File: src/rtl/odc_pkg.sv
// Purpose: Constants and types for the octal DAC serial command port.
// Assumes: Serial pins are sampled by sys_clk (40 MHz), link clock far slower.
// Notes:   Command word is 16 bits, MSB first.
package odc_pkg;
  localparam int WORD_BITS    = 16;
  localparam int CHANNELS     = 8;
  localparam int DATA_BITS    = 8;
  localparam int DATA_LSB     = 0;
  localparam int CMD_LSB      = 8;
  localparam int ADDR_LSB     = 11;
  localparam logic [DATA_BITS-1:0] CODE_RESET = 8'h00;
  localparam logic [WORD_BITS-1:0] SHIFT_RESET = 16'h0000;

  typedef enum logic [2:0]
  {
    no_operation_cmd = 3'h0,
    clear_cmd        = 3'h1,
    shutdown_cmd     = 3'h2,
    phase_cmd        = 3'h3,
    load_same_cmd    = 3'h4,
    load_input_cmd   = 3'h5,
    load_both_cmd    = 3'h6,
    soft_load_cmd    = 3'h7
  } odc_cmd_t;

  // Field extraction, used by decode and by checks
  function automatic logic [2:0] odc_addr(input logic [WORD_BITS-1:0] w);
    odc_addr = w[ADDR_LSB +: 3];
  endfunction : odc_addr

  function automatic logic [2:0] odc_cmd(input logic [WORD_BITS-1:0] w);
    odc_cmd = w[CMD_LSB +: 3];
  endfunction : odc_cmd
endpackage : odc_pkg

File: src/rtl/odc_port.sv
// Purpose: Serial command decoder and register bank for an octal 8-bit DAC.
// Assumes: Serial clock is far slower than sys_clk; pins pass two flops.
// Notes:   Only 101, 110 and 111 execute here; other codes act as no-ops.
module odc_port
  import odc_pkg::*;
(
  input  wire logic                                sys_clk,
  input  wire logic                                rstn,
  input  wire logic                                clk_en,
  input  wire logic                                cs_n,
  input  wire logic                                sclk,
  input  wire logic                                din,
  input  wire logic                                load_all_n,
  input  wire logic                                phase_mode1,
  output logic                                     dout,
  output logic                                     dout_oe,
  output logic                                     shutdown,
  output logic [odc_pkg::CHANNELS*odc_pkg::DATA_BITS-1:0] dac_code_value,
  output logic [odc_pkg::CHANNELS*odc_pkg::DATA_BITS-1:0] input_code
);
  import odc_pkg::*;

  logic                 cs_s, sclk_s, din_s, load_all_n_s;
  logic                 sclk_prev_q, cs_prev_q;
  logic                 sclk_rise, sclk_fall, cs_rise;
  logic [WORD_BITS-1:0] shift_q;
  logic [DATA_BITS-1:0] in_reg_q  [CHANNELS];
  logic [DATA_BITS-1:0] dac_reg_q [CHANNELS];
  logic                 shutdown_q;
  logic [2:0]           channel_select_field;
  logic [2:0]           command_code_field;
  logic [DATA_BITS-1:0] data_byte_field;

  // ----------------------------------------
  // Pin synchronisers
  // ----------------------------------------
  odc_sync #(.RESET_VAL(1'b1)) u_cs
  (.sys_clk(sys_clk), .rstn(rstn), .clk_en(clk_en),
   .pin_in(cs_n), .pin_sync(cs_s));
  odc_sync #(.RESET_VAL(1'b0)) u_sclk
  (.sys_clk(sys_clk), .rstn(rstn), .clk_en(clk_en),
   .pin_in(sclk), .pin_sync(sclk_s));
  odc_sync #(.RESET_VAL(1'b0)) u_din
  (.sys_clk(sys_clk), .rstn(rstn), .clk_en(clk_en),
   .pin_in(din), .pin_sync(din_s));
  odc_sync #(.RESET_VAL(1'b1)) u_load_all
  (.sys_clk(sys_clk), .rstn(rstn), .clk_en(clk_en),
   .pin_in(load_all_n), .pin_sync(load_all_n_s));

  // ----------------------------------------
  // Edge detection on synchronised pins
  // ----------------------------------------
  always_ff @(posedge sys_clk or negedge rstn)
  begin
    if (!rstn)
    begin
      sclk_prev_q <= 1'b0;
      cs_prev_q   <= 1'b1;
    end
    else if (clk_en)
    begin
      sclk_prev_q <= sclk_s;
      cs_prev_q   <= cs_s;
    end
  end

  // Clock edges count only inside a frame
  assign sclk_rise = clk_en && sclk_s && !sclk_prev_q && !cs_s;
  assign sclk_fall = clk_en && !sclk_s && sclk_prev_q && !cs_s;
  assign cs_rise   = clk_en && cs_s && !cs_prev_q;

  assign channel_select_field = odc_addr(shift_q);
  assign command_code_field   = odc_cmd(shift_q);
  assign data_byte_field      = shift_q[DATA_LSB +: DATA_BITS];

  // ----------------------------------------
  // Shift register, MSB first
  // ----------------------------------------
  always_ff @(posedge sys_clk or negedge rstn)
  begin
    if (!rstn)
      shift_q <= SHIFT_RESET;
    else if (sclk_rise)
      shift_q <= {shift_q[WORD_BITS-2:0], din_s};
  end

  // ----------------------------------------
  // Serial output
  // ----------------------------------------
  // Mode 0 updates on the fall after the bit left, adding half a cycle
  always_ff @(posedge sys_clk or negedge rstn)
  begin
    if (!rstn)
      dout <= 1'b0;
    else if (!phase_mode1 && sclk_fall)
      dout <= shift_q[WORD_BITS-1];
    else if (phase_mode1 && sclk_rise)
      dout <= shift_q[WORD_BITS-2];
  end
  assign dout_oe = 1'b1; // Never floats

  // ----------------------------------------
  // Input registers
  // ----------------------------------------
  always_ff @(posedge sys_clk or negedge rstn)
  begin
    if (!rstn)
    begin
      for (int i = 0; i < CHANNELS; i++)
        in_reg_q[i] <= CODE_RESET;
    end
    else if (cs_rise)
    begin
      case (odc_cmd_t'(command_code_field))
        load_input_cmd, load_both_cmd:
          in_reg_q[channel_select_field] <= data_byte_field;
        default: ; // No-operation and others leave registers
      endcase
    end
  end

  // ----------------------------------------
  // DAC registers; transparent while load_all_n low
  // ----------------------------------------
  // Transparency is emulated by copying every cycle, one cycle late
  always_ff @(posedge sys_clk or negedge rstn)
  begin
    if (!rstn)
    begin
      for (int i = 0; i < CHANNELS; i++)
        dac_reg_q[i] <= CODE_RESET;
    end
    else if (clk_en)
    begin
      if (!load_all_n_s)
      begin
        for (int i = 0; i < CHANNELS; i++)
          dac_reg_q[i] <= in_reg_q[i];
      end
      else if (cs_rise)
      begin
        case (odc_cmd_t'(command_code_field))
          load_both_cmd:
            dac_reg_q[channel_select_field] <= data_byte_field;
          soft_load_cmd:
            for (int i = 0; i < CHANNELS; i++)
              dac_reg_q[i] <= in_reg_q[i];
          default: ;
        endcase
      end
    end
  end

  // ----------------------------------------
  // Shutdown state
  // ----------------------------------------
  // No entry command is decoded anywhere; only the release is decoded
  always_ff @(posedge sys_clk or negedge rstn)
  begin
    if (!rstn)
      shutdown_q <= 1'b0;
    else if (cs_rise && command_code_field == load_both_cmd)
      shutdown_q <= 1'b0;
  end
  assign shutdown = shutdown_q;

  // Straight binary codes out, channel 0 in low byte
  always_comb
  begin
    for (int i = 0; i < CHANNELS; i++)
    begin
      dac_code_value[i*DATA_BITS +: DATA_BITS] = dac_reg_q[i];
      input_code[i*DATA_BITS +: DATA_BITS]     = in_reg_q[i];
    end
  end

  // ----------------------------------------
  // Assertions
  // ----------------------------------------
  a_load_input_only: assert property (@(posedge sys_clk)
    disable iff (!rstn)
    cs_rise && load_all_n_s && command_code_field == load_input_cmd
    |=> in_reg_q[$past(channel_select_field)] == $past(data_byte_field)
        && dac_code_value == $past(dac_code_value))
    else $error("load input changed wrong register");
  a_load_both_regs: assert property (@(posedge sys_clk)
    disable iff (!rstn)
    cs_rise && load_all_n_s && command_code_field == load_both_cmd
    |=> dac_reg_q[$past(channel_select_field)] == $past(data_byte_field)
        && in_reg_q[$past(channel_select_field)] == $past(data_byte_field))
    else $error("load both failed");
  a_wake_release: assert property (@(posedge sys_clk)
    disable iff (!rstn)
    cs_rise && command_code_field == load_both_cmd |=> !shutdown)
    else $error("shutdown not released");
  a_soft_load_all: assert property (@(posedge sys_clk)
    disable iff (!rstn)
    cs_rise && command_code_field == soft_load_cmd
    |=> dac_code_value == $past(input_code))
    else $error("soft load failed");
  a_transparent_dac: assert property (@(posedge sys_clk)
    disable iff (!rstn)
    clk_en && !load_all_n_s |=> dac_code_value == $past(input_code))
    else $error("dac not transparent");
  a_dout_hold_cs: assert property (@(posedge sys_clk)
    disable iff (!rstn)
    cs_s && $past(cs_s) |-> $stable(dout))
    else $error("dout moved with cs high");
  a_mode0_edge: assert property (@(posedge sys_clk)
    disable iff (!rstn)
    !phase_mode1 && !sclk_fall |=> $stable(dout))
    else $error("dout moved off falling edge");
  a_nop_no_change: assert property (@(posedge sys_clk)
    disable iff (!rstn)
    cs_rise && load_all_n_s && command_code_field == no_operation_cmd
    |=> $stable(input_code) && $stable(dac_code_value))
    else $error("no-op changed registers");
  a_no_shift_idle: assert property (@(posedge sys_clk)
    disable iff (!rstn)
    cs_s |=> $stable(shift_q))
    else $error("shifted with cs high");

  c_load_input: cover property (@(posedge sys_clk)
    cs_rise && command_code_field == load_input_cmd);
  c_load_both: cover property (@(posedge sys_clk)
    cs_rise && command_code_field == load_both_cmd);
  c_soft_load: cover property (@(posedge sys_clk)
    cs_rise && command_code_field == soft_load_cmd);
  c_transparent: cover property (@(posedge sys_clk) !load_all_n_s && cs_rise);
  c_mode1_out: cover property (@(posedge sys_clk)
    phase_mode1 && sclk_rise);
endmodule : odc_port

File: src/rtl/odc_sync.sv
// Purpose: Two flip-flop synchroniser for one pin.
// Assumes: Pin is asynchronous to sys_clk.
// Notes:   First stage is read only by the second stage.
module odc_sync
#(
  parameter logic RESET_VAL = 1'b0
)
(
  input  wire logic sys_clk,
  input  wire logic rstn,
  input  wire logic clk_en,
  input  wire logic pin_in,
  output logic      pin_sync
);
  import odc_pkg::*;
  logic meta_q;

  // ----------------------------------------
  // Two stages
  // ----------------------------------------
  always_ff @(posedge sys_clk or negedge rstn)
  begin
    if (!rstn)
    begin
      meta_q   <= RESET_VAL;
      pin_sync <= RESET_VAL;
    end
    else if (clk_en)
    begin
      meta_q   <= pin_in;
      pin_sync <= meta_q;
    end
  end
endmodule : odc_sync

File: config.mk
export PLATFORM = sky130hd
export DESIGN_NAME = odc_port
export DESIGN_NICKNAME = d
export VERILOG_FILES = /design/src/rtl/odc_pkg.sv /design/src/rtl/odc_port.sv /design/src/rtl/odc_sync.sv
export SDC_FILE = /design/constraint.sdc
export NUM_CORES = 1
export LEC_CHECK = 0
export CAP_MARGIN = 20
export CORE_MARGIN = 4
export CORE_UTILIZATION = 57
export DETAILED_ROUTE_END_ITERATION = 10
export DONT_BUFFER_PORTS = 1
export PLACE_DENSITY_LB_ADDON = 0.12
export SKIP_CTS_REPAIR_TIMING = 1
export SYNTH_ARGS = -nofsm -noshare
export SYNTH_HDL_FRONTEND = slang
export SYNTH_SLANG_ARGS = --single-unit
File: constraint.sdc
create_clock -name sys_clk -period 1.8 [get_ports sys_clk]
set_input_delay 0.36 -clock sys_clk [delete_from_list [all_inputs] [get_ports sys_clk]]
set_output_delay 0.36 -clock sys_clk [all_outputs]
set_load 0.02 [all_outputs]
# Yosys cells after proc, flatten, opt, wreduce, memory -nomap -nowiden
# Cells that the tools add are included.
[op_classes] reduce_logical=20 shift=0 n_eq_ne=5 n_div=0 bitwise_logic=1 n_mul=0 addsub=0 magnitude_cmp=2 mux=9
[op_table] operator="$bwmux W64" n=2
[op_table] operator="$mux W64" n=2
[op_table] operator="$pmux W64 S2" n=1
[op_table] operator="$demux W8 S3" n=1
[op_table] operator="$logic_and A1 B1 Y1" n=11
[op_table] operator="$eq A3 B3 Y1 const B" n=3
[op_table] operator="$mux W8" n=1
[op_table] operator="$logic_not A1 Y1" n=5
[op_table] operator="$ge A4 B4 Y1 const B" n=1
[op_table] operator="$lt A4 B1 Y1 const B" n=1
[op_table] operator="$not A3 Y4" n=1
[op_table] operator="$ne A3 B3 Y1 const B" n=1
[op_table] operator="$reduce_and A3 Y1" n=1
[op_table] operator="$mux W1" n=2
[op_table] operator="$ne A2 B2 Y1 const B" n=1
[op_table] operator="$reduce_and A2 Y1" n=1
[op_table] operator="$reduce_bool A2 Y1" n=1
[op_table] operator="$reduce_or A2 Y1" n=1
[totals] latchBits=0 ram_bits=0 rom_bits=0 word_cells=65 n_memories=0 regBits=155

# Longest topological paths before layout
# Gate-level depths: netlist of the first run.
[depth] depth_word=9 ltp_mapped=7 depth_no_buf=4

# Hierarchy
# Synthesis of the first run repeated with hierarchy kept, for this count alone.
[hier_totals] cells_unflattened=470 area_unflattened_um2=6463.7
[modules_own_cells] mod="odc_port" seq_area_each_um2=3679.8 area_per_inst_um2=6168.4 cells_each=454 instances=1
[modules_own_cells] mod="odc_sync at u_cs ..." seq_area_each_um2=52.6 area_per_inst_um2=75.1 cells_each=4 instances=2
[modules_own_cells] mod="odc_sync at u_din ..." seq_area_each_um2=50.0 area_per_inst_um2=72.6 cells_each=4 instances=2

# Worst setup path before layout of the first run
# No wires, ideal clock.
[synth_timing] kind="reg2reg" from="register u_cs.pin_sync" to="register in_reg_q, in the netlist input_code[0]" path_buffers=0 setup_slack_ns=0.026 path_stages_with_launch=5 t_arrival_ns=1.649 cell_sequence="dfstp_2 and3b_2 nand3_2 nor2_2 mux2_2"
[synth_between] elab_chain_cells=3
[synth_rtl] element="start, declared" line="odc_sync.sv:13" source="output logic pin_sync"
[synth_rtl] element="start signal, assigned" line="odc_sync.sv:31" source="pin_sync <= meta_q;"
[synth_rtl] element="$logic_and A1 B1 Y1 (2 in series)" line="odc_port.sv:70" source="assign cs_rise = clk_en && cs_s && !cs_prev_q;"
[synth_rtl] element="$reduce_and A2 Y1 (no line)"
[synth_rtl] element="end signal, assigned by index" line="odc_port.sv:116" source="in_reg_q[channel_select_field] <= data_byte_field;"
[synth_rtl] element="end, declared" line="odc_port.sv:27" source="logic [DATA_BITS-1:0] in_reg_q [CHANNELS];"
# No other way between the ends.
# A chain may end at the register's enable or synchronous reset.

# Final worst setup path of the first run
[layout_timing] from="register u_cs.pin_sync" to="register in_reg_q, in the netlist input_code[3]"
# The elaborated chain is that of the path after synthesis.

==> impl_metrics.tcl, run 1 <==
set metrics [dict create \
    outcome "finished with violations" \
    violations "hold timing" \
    cts_tree "done" \
    synth_nets 477 \
    drtPass1Iterations 4 \
    rsz0062_at_grt "true" \
    cp_max_fo 8 \
    pwr-share-clk 0.350 \
    fp.coreArea_um2 10980 \
    cts_root_buf "clkbuf_16" \
    grt.total_usage 0.2460 \
    path_cells "and3b_2 -> nand3_4 -> nor2_2 -> buf_12 -> mux2_2" \
    fin_skew_ns 0.006671 \
    cp.arrival_ns 2.05 \
    grt_max_degree 156 \
    synth-seq-area-share 0.6010 \
    max_slew_margin 0.4273 \
    cts_buffers 17 \
    utilization 0.6806 \
    switchingPower_mw 3.323 \
    synth_edf_count 0 \
    min_period_over_period 0.9737 \
    post-synth-top-count-cell "dfrtp_1" \
    clkTransAtPathRegs_ns 0.06 \
    power_frac_seq 0.533 \
    syn_area_per_cell_um2 13.78 \
    r2r_setup_slack_ns 0.05 \
    period_needed_ns 1.753 \
    grt_pass1_wl_um 24530 \
    synth.area.top_cells "dfrtp_1, mux2_2, a2bb2oi_1, o22ai_1, dfstp_2" \
    netlist.area_leader.share 0.5807 \
    comb_power_share 0.117 \
    syn_to_final_growth_pct 15.64 \
    grt_use_met3 0.08932 \
    ys_warn_count 0 \
    ant_nets 0 \
    antenna_found_initial 0 \
    clk_path_buf_depth 2 \
    drt-total-wl_um 15320 \
    drv_slew 0 \
    clock_sinks 155 \
    syn_inst 469 \
    powerDensity_nw_per_um2 1399 \
    cp.depth 5 \
    ios 139 \
    drv_cap 0 \
    fin_setup_tns_ns 0 \
    synth_area_um2 6464 \
    async_flop_share 1.000 \
    cp_num_buf_inv 1 \
    first_iter_violations 285 \
    die_y_um 114.5 \
    multiInputGateArea_um2 2447 \
    place_congestion 0.7739 \
    cpMaxStageDelayCell "dfstp_2" \
    hold_viol 155 \
    grt_overflow_total 0 \
    avgRoutedWirePerCell_um 24.28 \
    fillCellCount 782 \
    fin_hold_ws_ns -0.3655 \
    ys_types 36 \
    setup_viol 0 \
    vias_per_cell 6.561 \
    gr-usage-met2 0.3849 \
    met1_usage 0.3192 \
    fp-row-count 38 \
    design_area_um2 7475 \
    timing.fmax_mhz 570.5 \
    clk_latency_ns 0.42 \
    regArea_um2 3885 \
    h-tree-depth 4 \
    setup_ws_ns 0.04725 \
    vias 4140 \
    internal-power_mw 7.133 \
    busiest_layer "met2" \
    p_leak_nw 3.347 \
    dp_hpwl_um 9655 \
    drc 0 \
    tightest_slew_ns 0.8590 \
    synthTopCellsByCount "dfrtp_1, mux2_2, a2bb2oi_1, o22ai_1" \
    yosysTopAreaCell "dfrtp_1" \
    grt_pass1_vias 4304 \
    p_sw_frac 0.3178 \
    post-place-ws_ns -0.1357 \
    synth_ff_type "dfrtp_1" \
    crit_required_ns 2.10 \
    ir_drop_mv 0.7510 \
    path_class "register to register" \
    hp-class "input pin to async pin" \
    synth_seq_cells 155 \
    final_cells 631 \
    crit_family "simple AND/OR/NAND/NOR gates" \
    cpPeakStageDelay_ns 0.53 \
    placed_area_um2 6794 \
    io_buffer_count 0 \
    nets 486 \
    rr_worst_depth 5 \
    cp-end-kind "register" \
    diodes 0 \
    drive_gt1_frac 0.3788 \
    start_util 0.5885 \
    worstSetupStartpointType "register" \
    die_w_um 114.5 \
    dieArea_um2 13110 \
    dp.cells 595 \
]
kinds of logic after synthesis:
logic type	Yosys count	synth area share
AO/OA/AOI/OAI	140	0.1709
XOR/XNOR	1	0.001355
buffers and inverters	42	0.02846
flip-flops	155	0.6010
multiplexers	90	0.1568
other	2	0.001162
AND/OR/NAND/NOR	39	0.04027
placed cells by master, fill, tap and decap left out, drive strengths merged, types with 2 or more instances in the layout:
| cell | synthesis | final |
|---|---|---|
| a21oi | 8 | 8 |
| a2bb2oi | 64 | 64 |
| buf | 26 | 32 |
| bufinv | 0 | 4 |
| clkbuf | 16 | 18 |
| clkinv | 0 | 7 |
| clkinvlp | 0 | 3 |
| conb | 2 | 2 |
| dfrtp | 150 | 150 |
| dfstp | 5 | 5 |
| mux2 | 90 | 90 |
| nand2 | 6 | 6 |
| nand2b | 2 | 2 |
| nand3 | 4 | 4 |
| nand4 | 3 | 3 |
| nand4b | 3 | 3 |
| nor2 | 10 | 10 |
| nor2b | 3 | 3 |
| o22ai | 64 | 64 |
worst register-to-register path: stages, from the launching register on:
cell     delay (ns)
dfstp_2        0.53
and3b_2        0.25
nand3_4        0.18
nor2_2         0.21
buf_12         0.14
mux2_2         0.33
worst paths after layout:
check	start	to
worst max-delay path	u_cs.pin_sync	input_code[3]
worst min-delay path	rstn	input_code[5]
worst max register to register	u_cs.pin_sync	input_code[3]
worst min register to register	u_din.meta_q	u_din.meta_q
max in group asynchronous	rstn	u_cs.meta_q
min in group sys_clk	din	u_din.meta_q
sequential cells by signal, summed over array words and instances, names as in the netlist:
register             cells
dout                     1
u_load_all.pin_sync      1
u_sclk.pin_sync          1
dac_code_value          64
u_din.pin_sync           1
u_din.meta_q             1
cs_prev_q                1
u_cs.pin_sync            1
sclk_prev_q              1
u_sclk.meta_q            1
u_cs.meta_q              1
u_load_all.meta_q        1
input_code              64
shift_q                 16
layout make-up:
cell class | instances | area share
Sequential cell | 155 | 0.5198
Tap cell | 140 | 0.02343
Multi-Input combinational cell | 272 | 0.3274
Clock buffer | 18 | 0.05742
Clock inverter | 14 | 0.02377
Timing Repair Buffer | 32 | 0.04821
through the flow:
stage                     total power, mW  hold WS, ns
after floorplan                     6.274      0.06441
after global placement              6.768      0.06808
after detailed placement            6.835      0.06820
after CTS                           10.51      -0.3869
after global routing                10.87      -0.3956
final                               10.46      -0.3655
power groups by stage:
stage,combinational (mW),clock (mW),sequential (mW)
floorplan,1.22,0,5.05
global placement,1.16,0,5.61
detailed placement,1.20,0,5.63
CTS,1.21,3.73,5.58
global route,1.33,3.88,5.66
finish,1.22,3.66,5.57
layer usage:
layer,vias up,wire [µm]
met5,-,0
met4,0,285
met3,23,1082
met2,133,7462
met1,2163,6487
li1,1821,-
Note: power is estimated with default switching activity, not from simulation.
==> run 2: changes to the inputs <==
==> constraint.sdc (replaced) <==
create_clock -name sys_clk -period 1.8 [get_ports sys_clk]
set_input_delay 0.27 -clock sys_clk [delete_from_list [all_inputs] [get_ports sys_clk]]
set_output_delay 0.27 -clock sys_clk [all_outputs]
set_load 0.02 [all_outputs]
==> run 2 against run 1 <==
  * The flow still finishes with violations (hold timing)
  * Sequential cell count did not move
  * Maximum frequency barely moved
  * Hold slack lost 0.089 ns
  * Combinational power hardly changed
  * Utilization rose by 0.55 points
  * Critical path depth stayed put
  * Register-to-register slack hardly changed
==> impl_metrics.tcl, run 2 (same netlist as run 1, synthesis figures left out) <==
set metrics [dict create \
    setup_ws_ns 0.04755 \
    die_y_um 114.5 \
    cp_max_fo 8 \
    grt_overflow_total 0 \
    vias 4168 \
    cts_root_buf "clkbuf_16" \
    powerDensity_nw_per_um2 1389 \
    nets 492 \
    worstSetupStartpointType "register" \
    ir_drop_mv 0.7510 \
    crit_family "simple AND/OR/NAND/NOR gates" \
    ant_nets 0 \
    io_buffer_count 0 \
    r2r_setup_slack_ns 0.05 \
    fp.coreArea_um2 10980 \
    start_util 0.5885 \
    grt_pass1_wl_um 24530 \
    antenna_found_initial 0 \
    cp-end-kind "register" \
    cp_num_buf_inv 1 \
    p_leak_nw 3.372 \
    ios 139 \
    drc 0 \
    outcome "finished with violations" \
    cts_tree "done" \
    hold_viol 155 \
    rsz0062_at_grt "true" \
    first_iter_violations 270 \
    avgRoutedWirePerCell_um 24.13 \
    dp_hpwl_um 9655 \
    min_period_over_period 0.9736 \
    place_congestion 0.7739 \
    cts_buffers 17 \
    hp-class "input pin to async pin" \
    fin_skew_ns 0.004739 \
    period_needed_ns 1.752 \
    setup_viol 0 \
    violations "hold timing" \
    fillCellCount 777 \
    timing.fmax_mhz 570.6 \
    max_slew_margin 0.4307 \
    h-tree-depth 4 \
    grt_max_degree 156 \
    drv_slew 0 \
    drive_gt1_frac 0.3742 \
    drt-total-wl_um 15370 \
    clock_sinks 155 \
    clk_path_buf_depth 2 \
    syn_to_final_growth_pct 16.57 \
    vias_per_cell 6.543 \
    cpMaxStageDelayCell "dfstp_2" \
    cp.arrival_ns 2.05 \
    tightest_slew_ns 0.8540 \
    dieArea_um2 13110 \
    drv_cap 0 \
    layout_common_cells "dfrtp_1, mux2_2, o22ai_1" \
    fin_hold_ws_ns -0.4543 \
    path_class "register to register" \
    clk_latency_ns 0.42 \
    crit_required_ns 2.10 \
    die_w_um 114.5 \
    fp-row-count 38 \
    clkTransAtPathRegs_ns 0.06 \
    grt_pass1_vias 4304 \
    drtPass1Iterations 4 \
    diodes 0 \
    cpPeakStageDelay_ns 0.53 \
    total_power_mw 10.46 \
    post-place-ws_ns -0.1357 \
    path_cells "and3b_2 -> nand3_4 -> nor2_2 -> buf_12 -> mux2_2" \
    final_common_cell "dfrtp_1" \
    grt.total_usage 0.2460 \
]
## run 2: report_power, final
group / leakage (nW) / internal [mW] / switching (mW) / total, mW
logic: 1.09 / 0.768 / 0.469 / 1.24
registers: 1.99 / 4.08 / 1.49 / 5.57
clock network: 0.295 / 2.30 / 1.36 / 3.66
## run 2: worst paths after layout
path	cells after the start	to	from
max	5	input_code[0]	u_cs.pin_sync
min in group sys_clk	1	u_cs.meta_q	clk_en
max reg2reg	5	input_code[0]	u_cs.pin_sync
min reg2reg	1	u_din.meta_q	u_din.meta_q
max in group asynchronous	0	u_cs.meta_q	rstn
min	0	input_code[5]	rstn
## run 2: final cells by class
type | instances | area, µm² | area share
Clock buffer | 18 | 429.2 | 0.05696
Sequential cell | 155 | 3885 | 0.5156
Timing Repair Buffer | 38 | 420.4 | 0.05580
Tap cell | 140 | 175.2 | 0.02325
Multi-Input combinational cell | 272 | 2447 | 0.3248
Clock inverter | 14 | 177.7 | 0.02358
## run 2: routing by layer
metal / part of all wire / global-route usage
met2: 0.49 / 0.3849
met3: 0.079 / 0.08932
met4: 0.017 / 0.08234
met5: 0 / 0
met1: 0.41 / 0.3192
## run 2: worst reg2reg max path, stage by stage, from the launching register on
cell and delay (ns):
dfstp_2 0.53, and3b_2 0.25, nand3_4 0.18, nor2_2 0.21
buf_12 0.14, mux2_2 0.33
## run 2: metrics by stage
stage | cells | cell area (µm²) | TNS (ns) | utilization | hold WS (ns)
floorplan | 469 | 6464 | 0 | - | -0.02559
global placement | 595 | 6794 | -1.124 | 0.6186 | -0.02192
detailed placement | 595 | 6794 | -2.829 | 0.6186 | -0.02180
CTS | 627 | 7401 | -3.653 | 0.6738 | -0.4769
global route | 637 | 7535 | -1.458 | 0.6860 | -0.4856
finish | 637 | 7535 | 0 | 0.6860 | -0.4543
==> run 3: changes to the inputs <==
--- a/config.mk
+++ b/config.mk
@@ -5,6 +5,7 @@
 export SDC_FILE = /design/constraint.sdc
 export NUM_CORES = 1
 export LEC_CHECK = 0
+export ABC_AREA = 1
 export CAP_MARGIN = 20
 export CORE_MARGIN = 4
 export CORE_UTILIZATION = 57
==> run 3 against run 2 <==
  * The flow still finishes with violations (hold timing)
  * Combinational power increased by 110%
  * Area after synthesis increased by 13%
  * Global-route usage increased by 2.1 points
  * Total power increased by 3.2%
  * Sequential cell count unchanged
  * Non-clock buffer count increased by 9
  * Cell count increased by 76%
  * Routed wire length increased by 26%
  * Utilization decreased by 3.6 points
  * Synthesized cell count increased by 98%
  * Via count increased by 48%
  * Worst setup slack improved by 0.10 ns
==> impl_metrics.tcl, run 3 <==
set metrics [dict create \
    synth_ff_type "dfrtp_1" \
    rsz0062_at_grt "false" \
    cts_tree "done" \
    synth_nets 937 \
    cts_root_buf "clkbuf_16" \
    ys_warn_count 0 \
    cp-end-kind "register" \
    utilization 0.6502 \
    grt_pass1_wl_um 30210 \
    synth.area.top_cells "dfrtp_1, nand2_1, o21ai_0, inv_1, nand4_1" \
    hp-class "input pin to async pin" \
    fp-row-count 41 \
    async_flop_share 1.000 \
    fin_hold_ws_ns -0.4520 \
    min_period_over_period 0.9161 \
    regArea_um2 3885 \
    cp.arrival_ns 1.98 \
    syn_inst 929 \
    hold_viol 155 \
    path_class "register to register" \
    drtPass1Iterations 5 \
    yosysTopAreaCell "dfrtp_1" \
    dp_hpwl_um 12800 \
    ys_types 25 \
    max_slew_margin 0.6432 \
    layout_common_cells "nand2_1, dfrtp_1, o21ai_0" \
    antenna_found_initial 0 \
    grt_overflow_total 0 \
    crit_required_ns 2.13 \
    grt_max_degree 156 \
    post-synth-top-count-cell "nand2_1" \
    cp_max_fo 16 \
    fillCellCount 1094 \
    p_leak_nw 3.860 \
    worstSetupStartpointType "register" \
    cpMaxStageDelayCell "dfrtp_1" \
    synth_area_um2 7312 \
    period_needed_ns 1.649 \
    place_congestion 0.8591 \
    synth-seq-area-share 0.5313 \
    drv_slew 0 \
    final_common_cell "nand2_1" \
    die_w_um 121.3 \
    first_iter_violations 708 \
    grt.total_usage 0.2666 \
    fin_setup_tns_ns 0 \
    fin_skew_ns 0.009493 \
    setup_viol 0 \
    drt-total-wl_um 19360 \
    clk_path_buf_depth 2 \
    drv_cap 0 \
    outcome "finished with violations" \
    synth_seq_cells 155 \
    dieArea_um2 14700 \
    drive_gt1_frac 0.09398 \
    synthTopCellsByCount "nand2_1, dfrtp_1, o21ai_0" \
    ant_nets 0 \
    vias 6149 \
    clock_sinks 155 \
    start_util 0.5818 \
    violations "hold timing" \
    cts_buffers 17 \
    drc 0 \
    nets 942 \
    h-tree-depth 4 \
    fp.coreArea_um2 12570 \
    vias_per_cell 5.495 \
    path_cells "clkinv_1 -> nand3_1 -> nand3b_1 -> buf_4 -> nand2_1 -> o21ai_0" \
    multiInputGateArea_um2 2841 \
    syn_area_per_cell_um2 7.871 \
    ir_drop_mv 0.6051 \
    timing.fmax_mhz 606.4 \
    grt_pass1_vias 5602 \
    avgRoutedWirePerCell_um 17.30 \
    ios 139 \
    diodes 0 \
    final_cells 1119 \
    tightest_slew_ns 0.5347 \
    clk_latency_ns 0.43 \
    dp.cells 1081 \
    netlist.area_leader.share 0.5133 \
    die_y_um 121.3 \
    synth_edf_count 0 \
    powerDensity_nw_per_um2 1321 \
    cpPeakStageDelay_ns 0.51 \
    clkTransAtPathRegs_ns 0.06 \
    io_buffer_count 0 \
    syn_to_final_growth_pct 11.76 \
]
## run 3: changes by cell type after synthesis, moves of 15 or more
cell and change:
a2bb2oi_1 -64, buf_1 -15, buf_2 +23, inv_1 +77, mux2_2 -90, nand2_1 +349
nand3_1 +31, nand4_1 +38, nor2_1 +26, o21ai_0 +127, o22ai_1 -64
## run 3: metrics by stage
step / hold WS (ns) / cell area (µm²) / setup slack, ns / power, mW
finish: -0.4520 / 8172 / 0.1510 / 10.80
detailed placement: -0.02168 / 7562 / 0.1378 / 7.451
global placement: -0.02177 / 7562 / 0.2239 / 7.342
global route: -0.4766 / 8172 / 0.03121 / 11.30
floorplan: -0.02559 / 7312 / 0.2621 / 6.468
CTS: -0.4751 / 8114 / 0.1299 / 10.80
## run 3: worst paths after layout
| path | endpoint | from | depth (start not counted) | slack (ns) |
|---|---|---|---|---|
| max | input_code[23] | shift_q[13] | 6 | 0.15 |
| min | dac_code_value[36] | rstn | 0 | -0.45 |
| max reg2reg | input_code[23] | shift_q[13] | 6 | 0.15 |
| min reg2reg | u_din.meta_q | u_din.meta_q | 2 | 0.48 |
| max in group asynchronous | u_cs.pin_sync | rstn | 0 | 2.01 |
| min in group sys_clk | cs_prev_q | clk_en | 2 | 0.03 |
## run 3: final cells by class
cell class                 instances  area share
inverter                          80     0.03675
tap                              172     0.02634
clock inverter                     6    0.007656
sequential                       155      0.4754
multi-input combinational        633      0.3477
timing repair buffer              47     0.04624
clock buffer                      26     0.05987
## run 3: where the power goes
part / internal (mW) / total [mW] / leakage, nW / switching, mW
logic: 0.757 / 2.55 / 1.51 / 1.79
clock network: 2.01 / 3.36 / 0.272 / 1.35
registers: 4.00 / 4.89 / 2.08 / 0.888
## run 3: critical path: cells and delay by family (launching register included)
kind	cells	cell delay, ns
AOI/OAI and AO/OA	1	0.09
and+or+nand+nor	3	0.39
buffers and inverters	2	0.56
DFF	1	0.51
## run 3: cells by family after synthesis
| logic type | count (synthesis) | synth area share |
|---|---|---|
| AO/OA/AOI/OAI | 152 | 0.1044 |
| buffers and inverters | 141 | 0.08042 |
| flip-flops | 155 | 0.5313 |
| other | 2 | 0.001027 |
| AND/OR/NAND/NOR | 479 | 0.2829 |
## run 3: per-layer routing
layer	part of all wire	track usage	routed length, µm	vias up
met2	0.48	0.4224	9335	242
met4	0.021	0.1050	400	0
li1	-	-	-	2966
met1	0.41	0.3496	8027	2897
met5	0	0	0	-
met3	0.082	0.07366	1597	44
